<file path="src/blbeu_pkg.sv">
// Purpose: Shared constants and types for the bit logic and BCD execution unit.
// Assumes: APB slave at 125 MHz pclk, one word per register.
// Notes:   Register offsets, command and clock field positions, operand reset values and base cycle counts live here.
// Functional notes
// - One counted instruction clock is one CPU clock chosen by clock control.
// - Listed counts hold for internal ROM fetch; other fetch may add clocks.
// - Each external read wait state adds two CPU clocks.
// - Pointer-pair bit read-modify-write takes 16 plus 2n plus 2m clocks.
// - Operands outside high-speed RAM use the longer count, 14 not 12.
// - Decimal adjusts: 2 bytes, 8 clocks, packed BCD result, update Z, AC, CY; the subtract adjust here leaves CY unchanged.
// - Bit-and short-direct: CY = CY AND bit, 3 bytes, 12 clocks.
// - Bit-and SFR bit: CY = CY AND bit, 14 clocks only.
// - Bit-and accumulator bit: CY = CY AND bit, 2 bytes, 8 clocks.
// - Bit-and pointer-pair bit: 12 clocks, or 14 plus 2n outside.
// - Bit-or short-direct: CY = CY OR bit, 3 bytes, 12 clocks.
// - Bit-or status-word bit: CY = CY OR bit, 3 bytes, 14 clocks.
// - Bit-or pointer-pair bit: CY = CY OR bit, 12 clocks in fast RAM.
// - Bit-xor status-word bit: CY = CY XOR bit, 3 bytes, 14 clocks.
// - Bit-xor pointer-pair bit: 12 clocks, or 14 plus 2n outside.
package blbeu_pkg;

	localparam logic [7:0] OFS_CMD  = 8'h00;
	localparam logic [7:0] OFS_ACC  = 8'h04;
	localparam logic [7:0] OFS_PSW  = 8'h08;
	localparam logic [7:0] OFS_MEM  = 8'h0C;
	localparam logic [7:0] OFS_STAT = 8'h10;
	localparam logic [7:0] OFS_CLK  = 8'h14;

	localparam int CMD_OP_LSB   = 0;
	localparam int CMD_KIND_LSB = 4;
	localparam int CMD_BIT_LSB  = 8;
	localparam int CMD_HS_BIT   = 12;
	localparam int CMD_RDW_LSB  = 16;
	localparam int CMD_WRW_LSB  = 20;
	localparam int CLK_SEL_LSB  = 0;
	localparam int CLK_XF_BIT   = 4;

	localparam int PSW_CY_BIT = 0;
	localparam int PSW_AC_BIT = 4;
	localparam int PSW_Z_BIT  = 6;

	localparam logic [7:0] ACC_RST = 8'h00;
	localparam logic [7:0] PSW_RST = 8'h00;
	localparam logic [7:0] MEM_RST = 8'h00;
	localparam logic [2:0] SEL_RST = 3'h0;

	localparam logic [7:0] CLK_SHORT  = 8'h08;
	localparam logic [7:0] CLK_HS     = 8'h0C;
	localparam logic [7:0] CLK_EXT    = 8'h0E;
	localparam logic [7:0] CLK_STORE  = 8'h10;
	localparam logic [7:0] WAIT_CLKS  = 8'h02;
	localparam logic [3:0] LEN_SHORT  = 4'h2;
	localparam logic [3:0] LEN_LONG   = 4'h3;

	typedef enum logic [2:0] {
		OP_LOAD  = 3'h0,
		OP_STORE = 3'h1,
		OP_AND   = 3'h2,
		OP_OR    = 3'h3,
		OP_XOR   = 3'h4,
		OP_SET   = 3'h5,
		OP_ADJA  = 3'h6,
		OP_ADJS  = 3'h7
	} blbeu_op_t;

	typedef enum logic [2:0] {
		K_SADDR = 3'h0,
		K_SFR   = 3'h1,
		K_ACC   = 3'h2,
		K_PSW   = 3'h3,
		K_HL    = 3'h4
	} blbeu_kind_t;

	typedef enum logic [1:0] {
		ST_IDLE = 2'b01,
		ST_EXEC = 2'b10
	} blbeu_state_t;

	typedef struct packed {
		blbeu_op_t   op;
		blbeu_kind_t kind;
		logic [2:0]  bitsel;
		logic        hs;
		logic [3:0]  rd_wait;
		logic [3:0]  wr_wait;
	} blbeu_cmd_t;

	typedef struct packed {
		logic [7:0] acc;
		logic [7:0] program_status_word;
		logic [7:0] mem;
		logic       opbit;
	} blbeu_res_t;

endpackage : blbeu_pkg

</file>
<file path="src/blbeu_alu.sv">
// Purpose: Combinational result of one bit or decimal adjust operation.
// Assumes: Inputs hold steady while the sequencer counts clocks.
// Notes:   The memory byte stands for short-direct, SFR and pointer-pair bytes.
`timescale 1ns/1ps
module blbeu_alu
	import blbeu_pkg::*;
(
	input  wire blbeu_pkg::blbeu_cmd_t cmd,
	input  wire logic [7:0]            acc,
	input  wire logic [7:0]            program_status_word,
	input  wire logic [7:0]            mem,
	output      blbeu_pkg::blbeu_res_t res
);

	logic [7:0] src;
	logic [7:0] tgt;
	logic       cy;
	logic       bitv;
	logic       wr_bit;
	logic [8:0] t;
	logic       lo_big;

	always_comb begin
		cy     = program_status_word[PSW_CY_BIT];
		src    = (cmd.kind == K_ACC) ? acc : (cmd.kind == K_PSW) ? program_status_word : mem;
		res.opbit = src[cmd.bitsel];
		res.acc = acc;
		res.program_status_word = program_status_word;
		res.mem = mem;
		wr_bit = 1'b0;
		bitv   = 1'b0;
		tgt    = src;
		t      = {1'b0, acc};
		lo_big = (acc[3:0] > 4'h9);
		unique case (cmd.op)
			OP_LOAD:  res.program_status_word[PSW_CY_BIT] = res.opbit;
			OP_AND:   res.program_status_word[PSW_CY_BIT] = cy & res.opbit;
			OP_OR:    res.program_status_word[PSW_CY_BIT] = cy | res.opbit;
			OP_XOR:   res.program_status_word[PSW_CY_BIT] = cy ^ res.opbit;
			OP_STORE: begin
				wr_bit = 1'b1;
				bitv   = cy;
			end
			OP_SET: begin
				wr_bit = 1'b1;
				bitv   = 1'b1;
			end
			OP_ADJA: begin
				if (program_status_word[PSW_AC_BIT] || lo_big) begin
					t = t + 9'h006;
				end
				if (cy || (acc > 8'h99)) begin
					t = t + 9'h060;
				end
				res.acc = t[7:0];
				res.program_status_word[PSW_CY_BIT] = cy | (acc > 8'h99) | t[8];
				res.program_status_word[PSW_AC_BIT] = lo_big;
				res.program_status_word[PSW_Z_BIT]  = (t[7:0] == 8'h00);
			end
			OP_ADJS: begin
				if (program_status_word[PSW_AC_BIT]) begin
					t = t - 9'h006;
				end
				if (cy) begin
					t = t - 9'h060;
				end
				res.acc = t[7:0];
				res.program_status_word[PSW_AC_BIT] = program_status_word[PSW_AC_BIT] & (acc[3:0] < 4'h6);
				res.program_status_word[PSW_Z_BIT]  = (t[7:0] == 8'h00);
			end
		endcase
		tgt[cmd.bitsel] = bitv;
		if (wr_bit) begin
			unique case (cmd.kind)
				K_ACC:   res.acc = tgt;
				K_PSW:   res.program_status_word = tgt;
				default: res.mem = tgt;
			endcase
		end
	end

endmodule : blbeu_alu

</file>
<file path="src/blbeu_top.sv">
// Purpose: APB-reached bit logic and decimal adjust execution unit.
// Assumes: Software loads operands, writes a command, polls busy.
// Notes:   Operand registers are locked while an operation runs.
//
// Added by the designer: the register addresses and register access over APB.
`timescale 1ns/1ps
module blbeu_top
	import blbeu_pkg::*;
#(
	parameter logic [7:0] EXT_FETCH_CLKS = 8'h00
)(
	input  wire logic        pclk,
	input  wire logic        presetn,
	input  wire logic [7:0]  paddr,
	input  wire logic        psel,
	input  wire logic        penable,
	input  wire logic        pwrite,
	input  wire logic [31:0] pwdata,
	output      logic [31:0] prdata,
	output      logic        pready,
	output      logic        pslverr,
	output      logic        busy,
	output      logic        done
);

	import blbeu_pkg::*;

	////////////////////////////////////////////////////////////////////////////
	// Decoding helpers.

	function automatic logic is_mapped(logic [7:0] a);
		is_mapped = (a == OFS_CMD) || (a == OFS_ACC) || (a == OFS_PSW) ||
			(a == OFS_MEM) || (a == OFS_STAT) || (a == OFS_CLK);
	endfunction : is_mapped

	function automatic blbeu_cmd_t cmd_of(logic [31:0] w);
		blbeu_cmd_t c;
		c.op      = blbeu_op_t'(w[CMD_OP_LSB +: 3]);
		c.kind    = blbeu_kind_t'(w[CMD_KIND_LSB +: 3]);
		c.bitsel  = w[CMD_BIT_LSB +: 3];
		c.hs      = w[CMD_HS_BIT];
		c.rd_wait = w[CMD_RDW_LSB +: 4];
		c.wr_wait = w[CMD_WRW_LSB +: 4];
		cmd_of = c;
	endfunction : cmd_of

	function automatic logic cmd_ok(blbeu_cmd_t c);
		cmd_ok = (c.op == OP_ADJA) || (c.op == OP_ADJS) || (c.kind <= K_HL);
	endfunction : cmd_ok

	// Total CPU clocks for one operation; SFR and status-word operands never
	// sit in high-speed RAM, so their flag is ignored.
	function automatic logic [7:0] clocks_of(blbeu_cmd_t c, logic xf);
		logic [7:0] n2;
		logic [7:0] m2;
		logic [7:0] b;
		n2 = {3'h0, c.rd_wait, 1'b0};
		m2 = {3'h0, c.wr_wait, 1'b0};
		b  = CLK_SHORT;
		if ((c.op == OP_ADJA) || (c.op == OP_ADJS)) begin
			b = CLK_SHORT;
		end else if (c.kind == K_ACC) begin
			b = CLK_SHORT;
		end else if (c.op == OP_STORE) begin
			unique case (c.kind)
				K_SADDR: b = c.hs ? CLK_HS : CLK_STORE;
				K_HL:    b = c.hs ? CLK_HS : CLK_STORE + n2 + m2;
				default: b = CLK_STORE;
			endcase
		end else if (c.op == OP_SET) begin
			unique case (c.kind)
				K_SADDR: b = c.hs ? CLK_SHORT : CLK_HS;
				K_PSW:   b = CLK_HS;
				K_HL:    b = c.hs ? CLK_HS : CLK_STORE + n2 + m2;
				default: b = CLK_STORE;
			endcase
		end else begin
			unique case (c.kind)
				K_SADDR: b = c.hs ? CLK_HS : CLK_EXT;
				K_HL:    b = c.hs ? CLK_HS : CLK_EXT + n2;
				default: b = CLK_EXT;
			endcase
		end
		clocks_of = xf ? b + EXT_FETCH_CLKS : b;
	endfunction : clocks_of

	function automatic logic [3:0] bytes_of(blbeu_cmd_t c);
		if ((c.op == OP_ADJA) || (c.op == OP_ADJS) || (c.kind == K_ACC) ||
			(c.kind == K_HL)) begin
			bytes_of = LEN_SHORT;
		end else if ((c.op == OP_SET) && (c.kind != K_SFR)) begin
			bytes_of = LEN_SHORT;
		end else begin
			bytes_of = LEN_LONG;
		end
	endfunction : bytes_of

	////////////////////////////////////////////////////////////////////////////
	// State.

	blbeu_state_t state_q;
	blbeu_cmd_t   cmd_q;
	blbeu_res_t   res;
	logic [7:0]   acc_q;
	logic [7:0]   psw_q;
	logic [7:0]   mem_q;
	logic [2:0]   sel_q;
	logic         xf_q;
	logic [7:0]   cnt_q;
	logic [7:0]   total_q;
	logic [3:0]   len_q;
	logic         bad_q;
	logic [6:0]   div_q;
	logic [7:0]   div_lim;
	logic         tick;
	logic         acc_ph;
	logic         wr_go;
	logic         rd_go;
	logic         start;
	logic         fin;
	logic         locked;
	logic         wr_err;
	logic [31:0]  rd_word;
	blbeu_cmd_t   wcmd;

	assign wcmd    = cmd_of(pwdata);
	assign acc_ph  = psel && penable;
	assign rd_go   = acc_ph && !pready;
	assign wr_go   = acc_ph && pready && pwrite;
	assign locked  = (state_q == ST_EXEC);
	assign wr_err  = !is_mapped(paddr) || (locked && (paddr != OFS_STAT)) ||
		((paddr == OFS_CMD) && !cmd_ok(wcmd));
	assign start   = wr_go && !wr_err && (paddr == OFS_CMD);
	assign div_lim = (8'h01 << sel_q) - 8'h01;
	assign tick    = (div_q == div_lim[6:0]);
	assign fin     = locked && tick && (cnt_q == 8'h00);

	blbeu_alu u_alu (
		.cmd (cmd_q),
		.acc (acc_q),
		.program_status_word (psw_q),
		.mem (mem_q),
		.res (res)
	);

	////////////////////////////////////////////////////////////////////////////
	// APB slave: one wait cycle; writes land at the edge that samples pready.

	always_comb begin
		rd_word = 32'h0000_0000;
		unique case (paddr)
			OFS_CMD:  rd_word = {8'h00, cmd_q.wr_wait, cmd_q.rd_wait, 3'h0,
				cmd_q.hs, 1'b0, cmd_q.bitsel, 1'b0, cmd_q.kind, 1'b0, cmd_q.op};
			OFS_ACC:  rd_word = {24'h000000, acc_q};
			OFS_PSW:  rd_word = {24'h000000, psw_q};
			OFS_MEM:  rd_word = {24'h000000, mem_q};
			OFS_STAT: rd_word = {12'h000, len_q, total_q, 6'h00, bad_q, busy};
			OFS_CLK:  rd_word = {27'h0000000, xf_q, 1'b0, sel_q};
			default:  rd_word = 32'h0000_0000;
		endcase
	end

	always_ff @(posedge pclk or negedge presetn) begin
		if (!presetn) begin
			pready  <= 1'b0;
			pslverr <= 1'b0;
			prdata  <= 32'h0000_0000;
		end else begin
			pready  <= rd_go;
			pslverr <= rd_go && (pwrite ? wr_err : !is_mapped(paddr));
			if (rd_go && !pwrite) begin
				prdata <= rd_word;
			end
		end
	end

	always_ff @(posedge pclk or negedge presetn) begin
		if (!presetn) begin
			sel_q <= SEL_RST;
			xf_q  <= 1'b0;
		end else if (wr_go && !wr_err && (paddr == OFS_CLK)) begin
			sel_q <= pwdata[CLK_SEL_LSB +: 3];
			xf_q  <= pwdata[CLK_XF_BIT];
		end
	end

	////////////////////////////////////////////////////////////////////////////
	// CPU clock divider and instruction sequencer.

	always_ff @(posedge pclk or negedge presetn) begin
		if (!presetn) begin
			div_q <= 7'h00;
		end else if (start || tick) begin
			div_q <= 7'h00;
		end else begin
			div_q <= div_q + 7'h01;
		end
	end

	always_ff @(posedge pclk or negedge presetn) begin
		if (!presetn) begin
			state_q <= ST_IDLE;
			cmd_q   <= '0;
			cnt_q   <= 8'h00;
			total_q <= 8'h00;
			len_q   <= 4'h0;
			busy    <= 1'b0;
			done    <= 1'b0;
		end else begin
			done <= fin;
			unique case (state_q)
				ST_IDLE: if (start) begin
					state_q <= ST_EXEC;
					cmd_q   <= wcmd;
					total_q <= clocks_of(wcmd, xf_q);
					cnt_q   <= clocks_of(wcmd, xf_q) - 8'h01;
					len_q   <= bytes_of(wcmd);
					busy    <= 1'b1;
				end
				ST_EXEC: if (fin) begin
					state_q <= ST_IDLE;
					busy    <= 1'b0;
				end else if (tick) begin
					cnt_q <= cnt_q - 8'h01;
				end
			endcase
		end
	end

	always_ff @(posedge pclk or negedge presetn) begin
		if (!presetn) begin
			bad_q <= 1'b0;
		end else if (wr_go && (paddr == OFS_CMD)) begin
			bad_q <= wr_err;
		end
	end

	////////////////////////////////////////////////////////////////////////////
	// Operand and flag registers; results commit at the last CPU clock.

	always_ff @(posedge pclk or negedge presetn) begin
		if (!presetn) begin
			acc_q <= ACC_RST;
			psw_q <= PSW_RST;
			mem_q <= MEM_RST;
		end else if (fin) begin
			acc_q <= res.acc;
			psw_q <= res.program_status_word;
			mem_q <= res.mem;
		end else if (wr_go && !wr_err) begin
			if (paddr == OFS_ACC) begin
				acc_q <= pwdata[7:0];
			end
			if (paddr == OFS_PSW) begin
				psw_q <= pwdata[7:0];
			end
			if (paddr == OFS_MEM) begin
				mem_q <= pwdata[7:0];
			end
		end
	end
endmodule : blbeu_top

</file>
<file path="config.mk">
export PLATFORM = sky130hd
export DESIGN_NAME = blbeu_top
export DESIGN_NICKNAME = d
export VERILOG_FILES = /design/src/blbeu_pkg.sv /design/src/blbeu_alu.sv /design/src/blbeu_top.sv
export SDC_FILE = /design/constraint.sdc
export NUM_CORES = 1
export LEC_CHECK = 0
export BUFFER_PORTS_ARGS = -buffer_cell sky130_fd_sc_hd__buf_2
export CAP_MARGIN = 20
export CORE_MARGIN = 2
export CORE_UTILIZATION = 40
export DETAILED_ROUTE_END_ITERATION = 7
export PLACE_DENSITY = 0.57
export SYNTH_ARGS = -nofsm -noshare
export SYNTH_HDL_FRONTEND = slang
export SYNTH_SLANG_ARGS = --single-unit
</file>
<file path="constraint.sdc">
create_clock -name pclk -period 4.7 [get_ports pclk]
set_input_delay 0.94 -clock pclk [delete_from_list [all_inputs] [get_ports pclk]]
set_output_delay 0.94 -clock pclk [all_outputs]
set_load 0.05 [all_outputs]
</file>
==> flow_metrics.py <==
metrics = {
    "detailed_routing": {
        "vias": 5870,
        "routed_wl_um": 17910,
        "viasPerCell": 5.738,
        "drt-initial-drc-count": 578,
        "route.antenna.remaining_nets": 0,
        "wl_per_cell_um": 17.51,
        "firstDrtPassIters": 6,
        "route.detailed.drc": 0,
    },
    "logic_synthesis": {
        "synth_area_per_cell_sq_um": 8.745,
        "ys_types": 87,
        "ys_top_cells_by_area": "dfrtp_1 (36%), mux2_2 (5.7%), nor2_1 (4.3%)",
        "yosys.cell_count.top_type": "dfrtp_1",
        "netlist_area_sq_um": 6751,
        "ys_top_cells_by_count": "dfrtp_1 (97), nor2_1 (78), nand2_1 (75)",
        "ys_seq_area_share_pct": 36.34,
        "yosysTopAreaCellShare_pct": 35.95,
        "synth_flop_cell": "dfrtp_1",
        "yosys_warnings": 0,
        "syn_inst": 772,
        "synth_edf_count": 0,
        "synth_seq_cells": 98,
        "synth_top_area_cell": "dfrtp_1",
        "async_reset_ff_share_pct": 100.0,
    },
    "timing": {
        "post-route-period-util_pct": 74.19,
        "fmax_mhz": 286.8,
        "tightest_slew_ns": 1.092,
        "hold_viol": 0,
        "fin_crit_ns": 3.487,
        "rsz0062_at_grt": "false",
        "setup_viol": 0,
        "max_slew_margin_pct": 27.05,
        "setup_ws_ns": 1.213,
        "tns_ns": 0,
        "finalMaxSlewViolations": 0,
        "fin_worst_skew_ns": 0.01297,
    },
    "global_routing": {
        "grt_pass1_wl_um": 29660,
        "overflow": 0,
        "grt_pass1_vias": 5744,
        "grt_use_total_pct": 20.46,
        "antenna_found_initial": 0,
        "grt_max_degree": 67,
    },
    "pwr": {
        "ir_drop_v": 0.0001753,
        "leakage_uw": 0.003292,
        "power.density_nw_per_um2": 350.6,
    },
    "worst_hold_path": {
        "min_from": "prdata[8]",
        "hold_path.class": "register to register",
    },
    "cells_and_area": {
        "antenna_cells": 0,
        "drive_gt1_share_pct": 18.43,
        "fin_area_sq_um": 7431,
        "nNetsFinal": 861,
        "area_growth_pct": 10.06,
    },
    "worst_setup_path": {
        "critPathLaunch": "sel_q[2]",
        "crit_type": "register to register",
        "critPathRequiredTime_ns": 4.99,
        "crit_end": "mem_q[3]",
        "cp_max_fo": 41,
        "cp-start-kind": "register",
        "rrSetupSlack_ns": 1.21,
        "regToRegStartpoint": "sel_q[2]",
        "ff2ff_path_depth": 10,
        "timing.rr.end": "mem_q[3]",
        "worstPathArrival_ns": 3.77,
        "endpoint_kind": "register",
    },
    "placement": {
        "port_buffers": 59,
        "dp_hpwl_um": 12920,
        "dp_slack_ns": 1.163,
        "post_dp_cell_area_sq_um": 7116,
        "place_congestion": 0.9408,
    },
    "cts": {
        "clkTransAtPathRegs_ns": 0.08,
        "cts_buffers": 9,
        "cts_tree": "done",
        "cts.sinks": 98,
        "clk_latency_ns": 0.36,
        "clock_path_buffers": 2,
        "post_cts_buffers": 0,
        "cts_resized": 0,
        "cts_root_buf": "clkbuf_16",
        "holdBufCountCts": 0,
        "htree_levels": 3,
    },
    "die": {
        "core_area_sq_um": 16520,
        "die_x_um": 133.9,
        "initial_core_util_pct": 40.86,
        "ios": 81,
        "rows": 47,
        "die_y_um": 133.9,
        "dieArea_sq_um": 17930,
    },
    "run_status": {
        "status": "complete, no violations",
    },
    "flow_run": {
        "cap_violations": 0,
    },
}
-- how the worst min path moves through the flow --
stage	end	cells after the start
after global placement	prdata[20]	2
after CTS	prdata[8]	2
after floorplan	len_q[1]	1
after detailed placement	prdata[19]	2
after global routing	prdata[19]	2
final	prdata[8]	2
-- report_power, final --
| group | internal, uW | leakage, uW | switching [uW] |
|---|---|---|---|
| registers | 924 | 0.00130 | 137 |
| clock network | 423 | 0.000146 | 353 |
| logic | 320 | 0.00185 | 448 |
-- state kept, by name (all words and copies together), names as in the netlist --
register / count
len_q: 2
acc_q: 8
pslverr: 1
div_q: 7
pready: 1
cnt_q: 8
prdata: 23
state_q: 1
total_q: 6
cmd_q: 18
sel_q: 3
bad_q: 1
done: 1
psw_q: 8
mem_q: 8
busy: 1
xf_q: 1
-- cells by family (layout without fill, tap and decap cells) --
logic type	after synthesis	in the layout	share of synthesized area, %
and+or+nand+nor	288	288	22.11
xor gates and xnor gates	27	27	3.503
buffers and inverters	96	119	6.505
AOI/OAI and AO/OA	183	183	18.29
DFF	98	98	36.34
muxes	61	61	9.748
adders and majority gates	18	18	3.447
other	1	9	0.05554
-- final cells by class --
cell class,count,area (sq um)
clock buffer,9,225.2
clock inverter,7,85.08
fill,1609,9094
inverter,34,127.6
multi-input combinational,586,3894
sequential,98,2454
tap,220,275.3
timing repair buffer,69,370.4
-- stage by stage --
step           hold slack (ns)  utilization (%)  total power (uW)  std cells
5_1_grt                 0.4761            44.97              2766       1023
4_1_cts                 0.4667            44.94              2623       1022
6_report                0.4592            44.97              2605       1023
2_1_floorplan           0.4347                -              1653        780
3_3_place_gp            0.4460            43.06              1812       1006
3_5_place_dp            0.4516            43.06              1835       1006
-- placed cells by master, fill, tap and decap left out, types with 6 or more instances in the layout --
cell        n
nand2_1    75
mux2_2     34
mux2i_1    23
nor2_1     78
nor3_1     12
nor2b_1     9
a21oi_1    50
a221oi_1    8
ha_1       17
nand2b_1   13
conb_1      9
xor2_1      8
o211ai_1   12
buf_4      10
o22ai_1     6
clkbuf_16   9
xnor2_1    19
a31oi_1     8
o21ai_0    31
nand3_1    32
buf_2      58
a211oi_1    9
and3_1      9
nand4_1     6
inv_1      33
or3_1       6
o21a_1      6
dfrtp_1    97
-- critical path, cell delays in order (launching register included) --
cell and delay, ns:
dfrtp_1 0.51, or3_1 0.45, ha_1 0.32, nor3_1 0.22, o211ai_1 0.13, a311oi_1 0.44
and4_1 0.25, buf_4 0.40, a32o_2 0.45, nor2_1 0.09, a21oi_1 0.14
-- routing by layer --
| layer | global-route usage (%) | up-vias | routed length, um |
|---|---|---|---|
| met5 | 0 | - | 0 |
| met4 | 5.556 | 0 | 283 |
| met3 | 3.893 | 29 | 929 |
| met2 | 31.97 | 182 | 8142 |
| met1 | 29.11 | 2853 | 8557 |
| li1 | - | 2806 | - |
(Power assumes the default switching activity.)
